## src/pkg/pll_synth_defines.vh

```
// bit positions, select codes and reset values of the synthesizer program latches
`ifndef PLL_SYNTH_DEFINES_VH
`define PLL_SYNTH_DEFINES_VH

`define WORD_WIDTH 32
`define SEL_MSB 2
`define SEL_LSB 0

`define SEL_FEEDBACK 3'h0
`define SEL_PHASE_DEN 3'h1
`define SEL_REF_PUMP 3'h2
`define SEL_CLKDIV 3'h3
`define SEL_RESERVED 3'h4
`define SEL_LOCK_PIN 3'h5

// feedback_divider_word
`define INT_MSB 30
`define INT_LSB 15
`define NUM_MSB 14
`define NUM_LSB 3

// phase_and_denominator_word
`define PH_ADJ_BIT 28
`define PRESC_BIT 27
`define PHASE_MSB 26
`define PHASE_LSB 15
`define DEN_MSB 14
`define DEN_LSB 3

// reference_and_pump_control
`define NOISE_MSB 30
`define NOISE_LSB 29
`define MUX_MSB 28
`define MUX_LSB 26
`define DOUBLER_BIT 25
`define HALVING_BIT 24
`define RDIV_MSB 23
`define RDIV_LSB 14
`define ZERO13_BIT 13
`define PUMP_MSB 12
`define PUMP_LSB 9
`define FLAGS_MSB 8
`define FLAGS_LSB 3

// clock_divider_and_pfd_options
`define ABW_BIT 22
`define CANCEL_BIT 21
`define CSR_BIT 18
`define CDM_MSB 16
`define CDM_LSB 15
`define CDV_MSB 14
`define CDV_LSB 3
`define CDM_RESYNC 2'h2

// lock_pin_configuration
`define LOCK_MSB 23
`define LOCK_LSB 22

`define LATCH_RESET 32'h00000000

`endif

```

## src/pll_synth_program_registers.v

```verilog
// program latches of the fractional-n synthesizer with double-buffered commit on the feedback word
`default_nettype none

module pll_synth_program_registers (
  input wire clk,
  input wire arst_n,
  input wire serial_clk,
  input wire serial_data,
  input wire latch_strobe,
  output wire [15:0] integer_value,
  output wire [11:0] numerator_value,
  output wire [11:0] denominator_value,
  output wire [11:0] phase_word,
  output wire prescaler_select,
  output wire phase_adjust_bit,
  output wire [1:0] noise_mode,
  output wire [2:0] output_mux_select,
  output wire reference_doubler,
  output wire reference_halving,
  output wire [9:0] reference_divider,
  output wire [3:0] pump_current,
  output wire [5:0] control_flags,
  output wire antibacklash_width,
  output wire charge_cancel,
  output wire cycle_slip_reduction,
  output wire [1:0] clock_divider_mode,
  output wire [11:0] clock_divider_value,
  output wire [28:0] reserved_pattern,
  output wire [1:0] lock_pin_mode,
  output wire commit_pulse,
  output wire phase_resync_pulse
);

  `include "pll_synth_defines.vh"

  // ****************************************
  // helper functions
  // ****************************************
  function [2:0] select_of;
    input [31:0] word;
    begin
      select_of = word[`SEL_MSB:`SEL_LSB];
    end
  endfunction

  function sel_hit;
    input [31:0] word;
    input [2:0] code;
    begin
      sel_hit = (select_of(word) == code);
    end
  endfunction

  // ****************************************
  // serial front end
  // ****************************************
  wire word_valid;
  wire [31:0] word_data;

  // valid rises for one cycle per strobe; word_data holds until the next strobe
  serial_word_receiver u_receiver (
    .clk(clk),
    .arst_n(arst_n),
    .serial_clk(serial_clk),
    .serial_data(serial_data),
    .latch_strobe(latch_strobe),
    .word_valid(word_valid),
    .word_data(word_data)
  );

  // ****************************************
  // program latches
  // ****************************************
  reg [31:0] feedback_divider_word_reg;
  reg [31:0] phase_and_denominator_word_reg;
  reg [31:0] reference_and_pump_control_reg;
  reg [31:0] clock_divider_and_pfd_options_reg;
  reg [31:0] reserved_fixed_pattern_reg;
  reg [31:0] lock_pin_configuration_reg;

  // effective copies of the double-buffered fields
  reg [11:0] den_active_reg;
  reg [11:0] phase_active_reg;
  reg doubler_active_reg;
  reg halving_active_reg;
  reg [9:0] rdiv_active_reg;
  reg [3:0] pump_active_reg;
  reg commit_reg;
  reg resync_reg;

  // codes 110 and 111 match no latch and cannot raise a commit
  wire hit_feedback = word_valid && sel_hit(word_data, `SEL_FEEDBACK);
  // the resync decision uses settings already latched, not the word now arriving
  wire resync_enabled = !phase_and_denominator_word_reg[`PH_ADJ_BIT] &&
    (clock_divider_and_pfd_options_reg[`CDM_MSB:`CDM_LSB] == `CDM_RESYNC);

  // no power-on value is defined, so every latch clears to zero
  always @(posedge clk or negedge arst_n) begin
    if (!arst_n) begin
      feedback_divider_word_reg <= `LATCH_RESET;
      phase_and_denominator_word_reg <= `LATCH_RESET;
      reference_and_pump_control_reg <= `LATCH_RESET;
      clock_divider_and_pfd_options_reg <= `LATCH_RESET;
      reserved_fixed_pattern_reg <= `LATCH_RESET;
      lock_pin_configuration_reg <= `LATCH_RESET;
    end else if (word_valid) begin
      case (select_of(word_data))
        `SEL_FEEDBACK: begin
          feedback_divider_word_reg <= word_data;
        end
        `SEL_PHASE_DEN: begin
          phase_and_denominator_word_reg <= word_data;
        end
        `SEL_REF_PUMP: begin
          reference_and_pump_control_reg <= word_data;
        end
        `SEL_CLKDIV: begin
          clock_divider_and_pfd_options_reg <= word_data;
        end
        `SEL_RESERVED: begin
          reserved_fixed_pattern_reg <= word_data;
        end
        `SEL_LOCK_PIN: begin
          lock_pin_configuration_reg <= word_data;
        end
        default: begin
          // unused select codes are dropped
        end
      endcase
    end
  end

  // ****************************************
  // double-buffer commit and phase resync
  // ****************************************
  // the commit copies latch contents from before this cycle's word, so a
  // buffered field written earlier is applied here and not sooner
  always @(posedge clk or negedge arst_n) begin
    if (!arst_n) begin
      den_active_reg <= 12'h000;
      phase_active_reg <= 12'h000;
      doubler_active_reg <= 1'b0;
      halving_active_reg <= 1'b0;
      rdiv_active_reg <= 10'h000;
      pump_active_reg <= 4'h0;
      commit_reg <= 1'b0;
      resync_reg <= 1'b0;
    end else begin
      commit_reg <= hit_feedback;
      resync_reg <= hit_feedback && resync_enabled;
      if (hit_feedback) begin
        den_active_reg <= phase_and_denominator_word_reg[`DEN_MSB:`DEN_LSB];
        phase_active_reg <= phase_and_denominator_word_reg[`PHASE_MSB:`PHASE_LSB];
        doubler_active_reg <= reference_and_pump_control_reg[`DOUBLER_BIT];
        halving_active_reg <= reference_and_pump_control_reg[`HALVING_BIT];
        rdiv_active_reg <= reference_and_pump_control_reg[`RDIV_MSB:`RDIV_LSB];
        pump_active_reg <= reference_and_pump_control_reg[`PUMP_MSB:`PUMP_LSB];
      end
    end
  end

  // ****************************************
  // field outputs
  // ****************************************
  assign integer_value = feedback_divider_word_reg[`INT_MSB:`INT_LSB];
  assign numerator_value = feedback_divider_word_reg[`NUM_MSB:`NUM_LSB];
  // buffered copies: raw latch bits reach these pins only through a commit
  assign denominator_value = den_active_reg;
  assign phase_word = phase_active_reg;
  // prescaler and phase adjust are not buffered and act at once
  assign prescaler_select = phase_and_denominator_word_reg[`PRESC_BIT];
  assign phase_adjust_bit = phase_and_denominator_word_reg[`PH_ADJ_BIT];

  // ****************************************
  // reference path fields
  // ****************************************
  assign noise_mode = reference_and_pump_control_reg[`NOISE_MSB:`NOISE_LSB];
  assign output_mux_select = reference_and_pump_control_reg[`MUX_MSB:`MUX_LSB];
  assign reference_doubler = doubler_active_reg;
  assign reference_halving = halving_active_reg;
  assign reference_divider = rdiv_active_reg;
  assign pump_current = pump_active_reg;
  assign control_flags = reference_and_pump_control_reg[`FLAGS_MSB:`FLAGS_LSB];

  // ****************************************
  // clock divider, reserved and lock fields
  // ****************************************
  assign antibacklash_width = clock_divider_and_pfd_options_reg[`ABW_BIT];
  assign charge_cancel = clock_divider_and_pfd_options_reg[`CANCEL_BIT];
  assign cycle_slip_reduction = clock_divider_and_pfd_options_reg[`CSR_BIT];
  assign clock_divider_mode = clock_divider_and_pfd_options_reg[`CDM_MSB:`CDM_LSB];
  assign clock_divider_value = clock_divider_and_pfd_options_reg[`CDV_MSB:`CDV_LSB];
  // stored as written; checking the fixed pattern is left to the host
  assign reserved_pattern = reserved_fixed_pattern_reg[31:3];
  assign lock_pin_mode = lock_pin_configuration_reg[`LOCK_MSB:`LOCK_LSB];

  // ****************************************
  // strobes
  // ****************************************
  // single-cycle pulses; a watcher must sample every clk to see them
  assign commit_pulse = commit_reg;
  assign phase_resync_pulse = resync_reg;

endmodule // pll_synth_program_registers

`default_nettype wire

```

## src/serial_word_receiver.v

```verilog
// three-wire serial receiver: pin synchronisers, msb-first shifter, latch strobe pulse
`default_nettype none

module serial_word_receiver (
  input wire clk,
  input wire arst_n,
  input wire serial_clk,
  input wire serial_data,
  input wire latch_strobe,
  output wire word_valid,
  output wire [31:0] word_data
);

  `include "pll_synth_defines.vh"

  // ****************************************
  // pin synchronisers
  // ****************************************
  reg [2:0] sync1_reg;
  reg [2:0] sync2_reg;
  reg sclk_prev_reg;
  reg strobe_prev_reg;
  reg [`WORD_WIDTH-1:0] shift_reg;
  reg [`WORD_WIDTH-1:0] word_reg;
  reg valid_reg;

  // first stage is read only by the second stage
  always @(posedge clk or negedge arst_n) begin
    if (!arst_n) begin
      sync1_reg <= 3'h0;
      sync2_reg <= 3'h0;
    end else begin
      sync1_reg <= {latch_strobe, serial_data, serial_clk};
      sync2_reg <= sync1_reg;
    end
  end

  // ****************************************
  // shifter and transfer strobe
  // ****************************************
  // data travels the same two stages as the clock, so it lines up at the edge
  always @(posedge clk or negedge arst_n) begin
    if (!arst_n) begin
      sclk_prev_reg <= 1'b0;
      strobe_prev_reg <= 1'b0;
      shift_reg <= `LATCH_RESET;
      word_reg <= `LATCH_RESET;
      valid_reg <= 1'b0;
    end else begin
      sclk_prev_reg <= sync2_reg[0];
      strobe_prev_reg <= sync2_reg[2];
      if (sync2_reg[0] && !sclk_prev_reg) begin
        shift_reg <= {shift_reg[`WORD_WIDTH-2:0], sync2_reg[1]};
      end
      valid_reg <= sync2_reg[2] && !strobe_prev_reg;
      if (sync2_reg[2] && !strobe_prev_reg) begin
        word_reg <= shift_reg;
      end
    end
  end

  assign word_valid = valid_reg;
  assign word_data = word_reg;

endmodule // serial_word_receiver

`default_nettype wire
```

## config.mk

```make
export PLATFORM = sky130hd
export DESIGN_NAME = pll_synth_program_registers
export DESIGN_NICKNAME = d
export VERILOG_FILES = /design/src/pll_synth_program_registers.v /design/src/serial_word_receiver.v
export VERILOG_INCLUDE_DIRS = /design/src /design/src/pkg
export SDC_FILE = /design/constraint.sdc
export NUM_CORES = 1
export LEC_CHECK = 0
export BUFFER_PORTS_ARGS = -buffer_cell sky130_fd_sc_hd__buf_2
export CORE_MARGIN = 2
export CORE_UTILIZATION = 25
export CTS_BUF_LIST = sky130_fd_sc_hd__clkbuf_8
export DETAILED_ROUTE_END_ITERATION = 8
export PLACE_DENSITY = 0.46
export SYNTH_ARGS = -nofsm -noshare
export SYNTH_HDL_FRONTEND = slang
export SYNTH_SLANG_ARGS = --single-unit
```

## constraint.sdc

```tcl
create_clock -name clk -period 4.6 [get_ports clk]
set_input_delay 0.23 -clock clk [delete_from_list [all_inputs] [get_ports clk]]
set_output_delay 0.23 -clock clk [all_outputs]
set_load 0.01 [all_outputs]
```

==> impl_metrics.py, run 1 <==
metrics = {
    "yosys": {
        "ys_top_cells_by_count": "244 x sky130_fd_sc_hd__dfrtp_1, 220 x sky130_fd_sc_hd__mux2_2, 15 x sky130_fd_sc_hd__buf_4",
        "synth.largest_area_cell": "sky130_fd_sc_hd__dfrtp_1",
        "synthesis.area_sq_um": 9140,
        "postSynthAreaPerCell_sq_um": 17.5,
        "postSynth.asyncResetShare_pct": 100,
        "ys_ff_latch": 244,
        "synthesized_instance_count": 523,
        "synth_ff_type": "sky130_fd_sc_hd__dfrtp_1",
        "yosysWarnings": 0,
        "synth.net_count": 528,
        "share_of_synthesized_area_occupied_by_flip_flops_and_latches_pct": 66.8,
        "netlist-cell-type-count": 16,
        "synth.top_cell.area_share_pct": 66.8,
        "synth_area_leaders": "sky130_fd_sc_hd__dfrtp_1 67%, sky130_fd_sc_hd__mux2_2 27%, sky130_fd_sc_hd__mux2_4 1.6%",
        "synth_enable_flop_cells": 0,
        "yosys.cell_count.top_type": "sky130_fd_sc_hd__dfrtp_1",
    },
    "grt": {
        "global_route.overflow_total": 0,
        "grt_pass1_wl_mm": 31.9,
        "track_usage_pct": 10.9,
        "pin_count_of_the_biggest_net_entering_global_routing": 110,
        "antenna_found_initial": 0,
        "grt_pass1_vias": 5313,
    },
    "clock_tree": {
        "tritoncts": "done",
        "cts_buffer_depth": 3,
        "clock_latency_reported_for_the_late_side_of_the_worst_skew_pair_ns": 0.57,
        "htreeDepth": 2,
        "clk_pin_slew_worst_paths_ns": 0.06,
        "cts-buffers-inserted": 45,
        "post-cts-setup-buffers": 0,
        "cts_root_buf": "sky130_fd_sc_hd__clkbuf_8",
        "post_cts_hold_buffer_count": 4,
        "cts_resizes": 0,
        "numClockSinks": 244,
    },
    "drt": {
        "detailedRoute.firstIterationViolations": 79,
        "drt_wl_total_mm": 19.7,
        "detail_route.drc_violations": 0,
        "wl_per_cell_um": 16.7,
        "routed-via-count": 4824,
        "vias_per_cell": 4.10,
        "detail_route.first_pass.iterations": 4,
        "routed_antenna_nets": 0,
    },
    "place": {
        "detailedPlace.worstSlack_ns": 2.41,
        "place.port_buffers": 135,
        "numPlacedInstances": 1097,
        "dp.final_hpwl_mm": 11.6,
        "placedInstanceArea_sq_um": 10200,
        "place.gp.congestion": 0.640,
    },
    "floorplan": {
        "placementRows": 70,
        "floorplan.core_area_sq_um": 36300,
        "start_util_pct": 25.2,
        "chip_width_um": 195,
        "chipHeight_um": 195,
        "num_io_pins": 136,
        "dieArea_sq_um": 38100,
    },
    "cells_and_area": {
        "final_cells": 1178,
        "layout-area-overhead-vs-synth_pct": 22.1,
        "final_nets": 685,
        "layout-drive-gt1-share_pct": 62.0,
        "utilization_of_the_core_after_routing_pct": 30.7,
        "design_area_sq_um": 11200,
        "n_fill_cell": 3673,
        "n_antenna_cell": 0,
    },
    "setup_path": {
        "worst_setup_path_start_kind": "flop",
        "critical_path.endpoint_type": "flop",
        "critical_path_class": "flop to flop",
        "worst_ep_required_time_ns": 5.05,
        "worstPathArrival_ns": 2.55,
        "critical_path.max_fanout": 29,
    },
    "flow_run": {
        "timing.max_cap.violations": 0,
    },
    "sta": {
        "final_critical_path_setup_slack_ns": 2.50,
        "slew-limit-headroom_pct": 28.8,
        "fin_hold_ws_ns": 0.296,
        "hold_viol": 0,
        "finalSetupTns_ns": 0,
        "timing_worst_slew_pin_value_ns": 1.07,
        "report.final.setup_viol": 0,
        "fmax_ghz": 0.476,
        "final_period_minus_worst_setup_slack_ns": 2.10,
        "timing_max_transition_violations_final": 0,
        "grt_setup_unrepaired": "no",
        "timing.clock.skew_ns": 0.00859,
        "period_share_pct": 45.6,
    },
    "power": {
        "leakage_power_nw": 5.86,
        "overall_power_of_the_completed_layout_mw": 5.50,
        "pwr-share-seq_pct": 49.7,
        "powerDensity_nw_per_um2": 493,
        "internal_power_mw": 4.04,
        "combinationalPowerShare_pct": 13.4,
        "clock_power_share_pct": 36.9,
        "vdd_drop_max_v": 0.000154,
        "switching_share_pct": 26.6,
        "power.switching_mw": 1.46,
    },
    "outcome": {
        "outcome": "complete, no violations",
    },
    "hold_path": {
        "hold_class": "input pin to asynchronous set/reset pin",
    },
}
-- layout by cell type, fill, tap and decap left out --
cell | synthesis | routed
sky130_fd_sc_hd__buf_12 | 0 | 1
sky130_fd_sc_hd__buf_4 | 15 | 6
sky130_fd_sc_hd__mux2_4 | 10 | 10
sky130_fd_sc_hd__nand4b_1 | 1 | 1
sky130_fd_sc_hd__buf_8 | 0 | 1
sky130_fd_sc_hd__mux2_2 | 220 | 220
sky130_fd_sc_hd__nor2_1 | 1 | 1
sky130_fd_sc_hd__mux2_1 | 3 | 3
sky130_fd_sc_hd__dlygate4sd3_1 | 0 | 4
sky130_fd_sc_hd__clkinvlp_4 | 0 | 1
sky130_fd_sc_hd__bufinv_16 | 0 | 1
sky130_fd_sc_hd__nand4b_2 | 1 | 1
sky130_fd_sc_hd__and3_1 | 1 | 1
sky130_fd_sc_hd__clkbuf_8 | 0 | 56
sky130_fd_sc_hd__nor2b_4 | 0 | 2
sky130_fd_sc_hd__clkinv_2 | 0 | 3
sky130_fd_sc_hd__inv_1 | 0 | 16
sky130_fd_sc_hd__nor4bb_4 | 0 | 1
sky130_fd_sc_hd__nor4b_4 | 1 | 1
sky130_fd_sc_hd__dfrtp_1 | 244 | 244
sky130_fd_sc_hd__buf_2 | 10 | 134
sky130_fd_sc_hd__and4bb_2 | 2 | 2
-- cell type report --
class / instances / area [sq um] / area share [%]
Multi-Input combinational cell: 243 / 2800 / 25.1
Tap cell: 468 / 586 / 5.25
Clock inverter: 21 / 113 / 1.01
Clock buffer: 56 / 771 / 6.91
Timing Repair Buffer: 146 / 791 / 7.08
Sequential cell: 244 / 6110 / 54.7
-- layer usage --
| metal | track usage, % | vias to the layer above | wire length [um] |
|---|---|---|---|
| met2 | 16.6 | 112 | 8970 |
| met4 | 4.01 | 0 | 487 |
| met1 | 14.1 | 2512 | 9240 |
| li1 | - | 2161 | - |
| met5 | 0 | - | 0 |
| met3 | 3.96 | 39 | 1010 |
-- logic make-up (layout without fill, tap and decap cells) --
logic type / after synthesis / after routing / share of synthesized area, %
multiplexers: 233 / 233 / 29.1
flip-flops: 244 / 244 / 66.8
AND/OR/NAND/NOR: 10 / 10 / 1.15
buffers and inverters: 36 / 223 / 2.97
-- path summary, 6_finish.rpt --
path                       slack [ns]                                 from  cells after the start                                    endpoint
setup / recovery                 2.50  u_receiver.word_data[0]$_DFFE_PN0P_                      2  reserved_fixed_pattern_reg[15]$_DFFE_PN0P_
hold / removal                   0.30                               arst_n                      2            reference_divider[2]$_DFFE_PN0P_
setup reg to reg                 2.50  u_receiver.word_data[0]$_DFFE_PN0P_                      2  reserved_fixed_pattern_reg[15]$_DFFE_PN0P_
hold reg to reg                  0.34    u_receiver.sync1_reg[0]$_DFF_PN0_                      0           u_receiver.sync2_reg[0]$_DFF_PN0_
max in group asynchronous        3.21                               arst_n                      3           u_receiver.sync1_reg[0]$_DFF_PN0_
min in group clk                 0.31                           serial_clk                      2           u_receiver.sync1_reg[0]$_DFF_PN0_
-- worst max-delay path, stage by stage, from the launching register on --
cell and delay [ns]:
sky130_fd_sc_hd__dfrtp_1 0.48, sky130_fd_sc_hd__and4bb_2 1.07, sky130_fd_sc_hd__mux2_2 0.42
-- power by group through the flow --
stage / clock, mW / combinational, mW / sequential (mW)
3_3_place_gp: 0 / 0.744 / 2.78
5_1_grt: 2.24 / 0.810 / 2.80
3_5_place_dp: 0 / 0.754 / 2.78
4_1_cts: 2.14 / 0.758 / 2.75
2_1_floorplan: 0 / 0.453 / 2.75
6_report: 2.03 / 0.735 / 2.73
Power figures use the tool's default switching activity.
==> run 2, diff against run 1 <==
PLACE_DENSITY = 0.48   (was 0.46)
clock period = 1.7 ns   (was 4.6 ns; I/O delays follow)
==> impl_metrics.py, run 2 (synthesized netlist as in run 1, its figures left out) <==
metrics = {
    "clock_tree": {
        "clk_pin_slew_worst_paths_ns": 0.05,
        "numClockSinks": 244,
        "cts_buffer_depth": 3,
        "tritoncts": "done",
        "cts_root_buf": "sky130_fd_sc_hd__clkbuf_8",
        "htreeDepth": 2,
        "clock_latency_reported_for_the_late_side_of_the_worst_skew_pair_ns": 0.57,
        "cts-buffers-inserted": 44,
    },
    "power": {
        "clock_power_share_pct": 34.5,
        "combinationalPowerShare_pct": 15.0,
        "switching_share_pct": 26.6,
        "power.switching_mw": 3.91,
        "pwr-share-seq_pct": 50.5,
        "powerDensity_nw_per_um2": 1270,
        "leakage_power_nw": 6.00,
        "vdd_drop_max_v": 0.000484,
        "internal_power_mw": 10.8,
    },
    "sta": {
        "fmax_ghz": 0.591,
        "timing_max_transition_violations_final": 0,
        "final_critical_path_setup_slack_ns": 0.00674,
        "hold_viol": 0,
        "timing.clock.skew_ns": 0.0164,
        "slew-limit-headroom_pct": 60.0,
        "grt_setup_unrepaired": "yes",
        "final_period_minus_worst_setup_slack_ns": 1.69,
        "period_share_pct": 99.6,
        "timing_worst_slew_pin_value_ns": 0.599,
        "report.final.setup_viol": 0,
        "finalSetupTns_ns": 0,
    },
    "drt": {
        "detail_route.first_pass.iterations": 4,
        "detailedRoute.firstIterationViolations": 122,
        "drt_wl_total_mm": 20.4,
        "vias_per_cell": 4.14,
        "routed_antenna_nets": 0,
        "wl_per_cell_um": 17.2,
        "detail_route.drc_violations": 0,
        "routed-via-count": 4936,
    },
    "setup_path": {
        "timing.critical_path.max_delay_family": "flip-flops",
        "worstPathArrival_ns": 2.13,
        "cp_cell_instances": "buf_6, and4bb_4, clkbuf_16, mux2_2",
        "timing.critical_path.from": "u_receiver.word_data[0]$_DFFE_PN0P_",
        "worst_r2r_path_depth": 4,
        "worst_setup_path_start_kind": "flop",
        "timing.critical_path.slowest_stage_cell": "sky130_fd_sc_hd__dfrtp_2",
        "r2r-start": "u_receiver.word_data[0]$_DFFE_PN0P_",
        "worst-path-stages": 4,
        "critical_path_class": "flop to flop",
        "critical_path.endpoint_type": "flop",
        "slowest_delay_ns": 0.46,
        "critPathBufInv": 2,
        "critical_path.max_fanout": 8,
        "worst_ep_required_time_ns": 2.14,
    },
    "cells_and_area": {
        "mostFrequentLayoutCells": "241 x sky130_fd_sc_hd__dfrtp_1, 214 x sky130_fd_sc_hd__mux2_2, 134 x sky130_fd_sc_hd__buf_2",
        "layout.cells.most_common": "sky130_fd_sc_hd__dfrtp_1",
        "n_antenna_cell": 0,
        "layout-drive-gt1-share_pct": 63.7,
        "seqCellArea_sq_um": 6110,
        "n_fill_cell": 3610,
        "multiInputGateArea_sq_um": 2820,
        "layout-area-overhead-vs-synth_pct": 26.0,
        "final_nets": 711,
    },
    "grt": {
        "pin_count_of_the_biggest_net_entering_global_routing": 68,
        "global_route.overflow_total": 0,
        "grt_pass1_wl_mm": 31.4,
        "antenna_found_initial": 0,
        "track_usage_pct": 10.8,
        "grt_pass1_vias": 5225,
    },
    "hold_path": {
        "hold_class": "input pin to asynchronous set/reset pin",
    },
    "place": {
        "place.port_buffers": 135,
        "dp.final_hpwl_mm": 12.7,
        "place.gp.congestion": 0.657,
        "detailedPlace.worstSlack_ns": -0.0929,
    },
    "floorplan": {
        "floorplan.core_area_sq_um": 36300,
        "num_io_pins": 136,
        "start_util_pct": 25.2,
        "chipHeight_um": 195,
        "dieArea_sq_um": 38100,
        "chip_width_um": 195,
        "placementRows": 70,
    },
    "outcome": {
        "outcome": "complete, no violations",
    },
    "flow_run": {
        "timing.max_cap.violations": 0,
    },
}
[run 2: cell count changes in the layout (fill, tap and decap cells not counted), sizes merged]
cell	delta
buf	+24
inv	-4
clkbuf	-3
clkinv	-2
clkinvlp	-1
[run 2: power groups by stage]
| stage | Sequential, mW | Combinational [mW] | Clock (mW) |
|---|---|---|---|
| 2_1_floorplan | 7.44 | 1.23 | 0 |
| 3_3_place_gp | 7.50 | 2.11 | 0 |
| 3_5_place_dp | 7.52 | 2.15 | 0 |
| 4_1_cts | 7.43 | 2.16 | 5.37 |
| 5_1_grt | 7.55 | 2.40 | 5.60 |
| 6_report | 7.40 | 2.20 | 5.06 |
[run 2: final timing paths]
check,end,slack [ns]
min in group clk,u_receiver.sync1_reg[2]$_DFF_PN0_,0.16
max in group asynchronous,feedback_divider_word_reg[5]$_DFFE_PN0P_,0.96
setup reg to reg,reserved_fixed_pattern_reg[18]$_DFFE_PN0P_,0.007
setup / recovery,reserved_fixed_pattern_reg[18]$_DFFE_PN0P_,0.007
hold reg to reg,u_receiver.sync2_reg[0]$_DFF_PN0_,0.35
hold / removal,feedback_divider_word_reg[8]$_DFFE_PN0P_,0.09
[run 2: cell type report]
class | count | share of cell area [%]
Sequential cell | 244 | 53.0
Multi-Input combinational cell | 243 | 24.5
Timing Repair Buffer | 173 | 10.7
Clock buffer | 50 | 5.98
Tap cell | 468 | 5.08
Clock inverter | 14 | 0.695
[run 2: metrics by stage]
step / utilization [%] / power [mW] / hold slack, ns / cells / instance area (sq um)
4_1_cts: 31.2 / 14.9 / 0.0653 / 1186 / 11400
3_5_place_dp: 29.0 / 9.67 / 0.112 / 1118 / 10500
6_report: 31.7 / 14.7 / 0.0921 / 1192 / 11500
5_1_grt: 31.7 / 15.6 / 0.0935 / 1192 / 11500
2_1_floorplan: - / 8.66 / -0.211 / 523 / 9140
3_3_place_gp: 29.0 / 9.61 / 0.110 / 1118 / 10500
[run 2: worst reg2reg max path, cell delays in order (launching register included)]
cell and delay, ns:
sky130_fd_sc_hd__dfrtp_2 0.46, sky130_fd_sc_hd__buf_6 0.14, sky130_fd_sc_hd__and4bb_4 0.41, sky130_fd_sc_hd__clkbuf_16 0.22
sky130_fd_sc_hd__mux2_2 0.34
[run 2: routing by layer]
layer	global-route usage [%]	part of all wire, %	up-vias
met3	3.85	5.7	34
li1	-	-	2203
met1	14.2	47	2584
met4	4.16	2.2	0
met5	0	0	-
met2	16.2	45	115
[run 2: timing repair]
item | 4_1_cts | 5_1_grt
endpoints found under the hold margin | 247 | 0
cloned | 0 | 3
hold buffers | 4 | 0
setup buffers | 0 | 3
gates resized for setup | 4 | 19
endpoints found under the setup margin | 36 | 79
pin swaps | 1 | 3
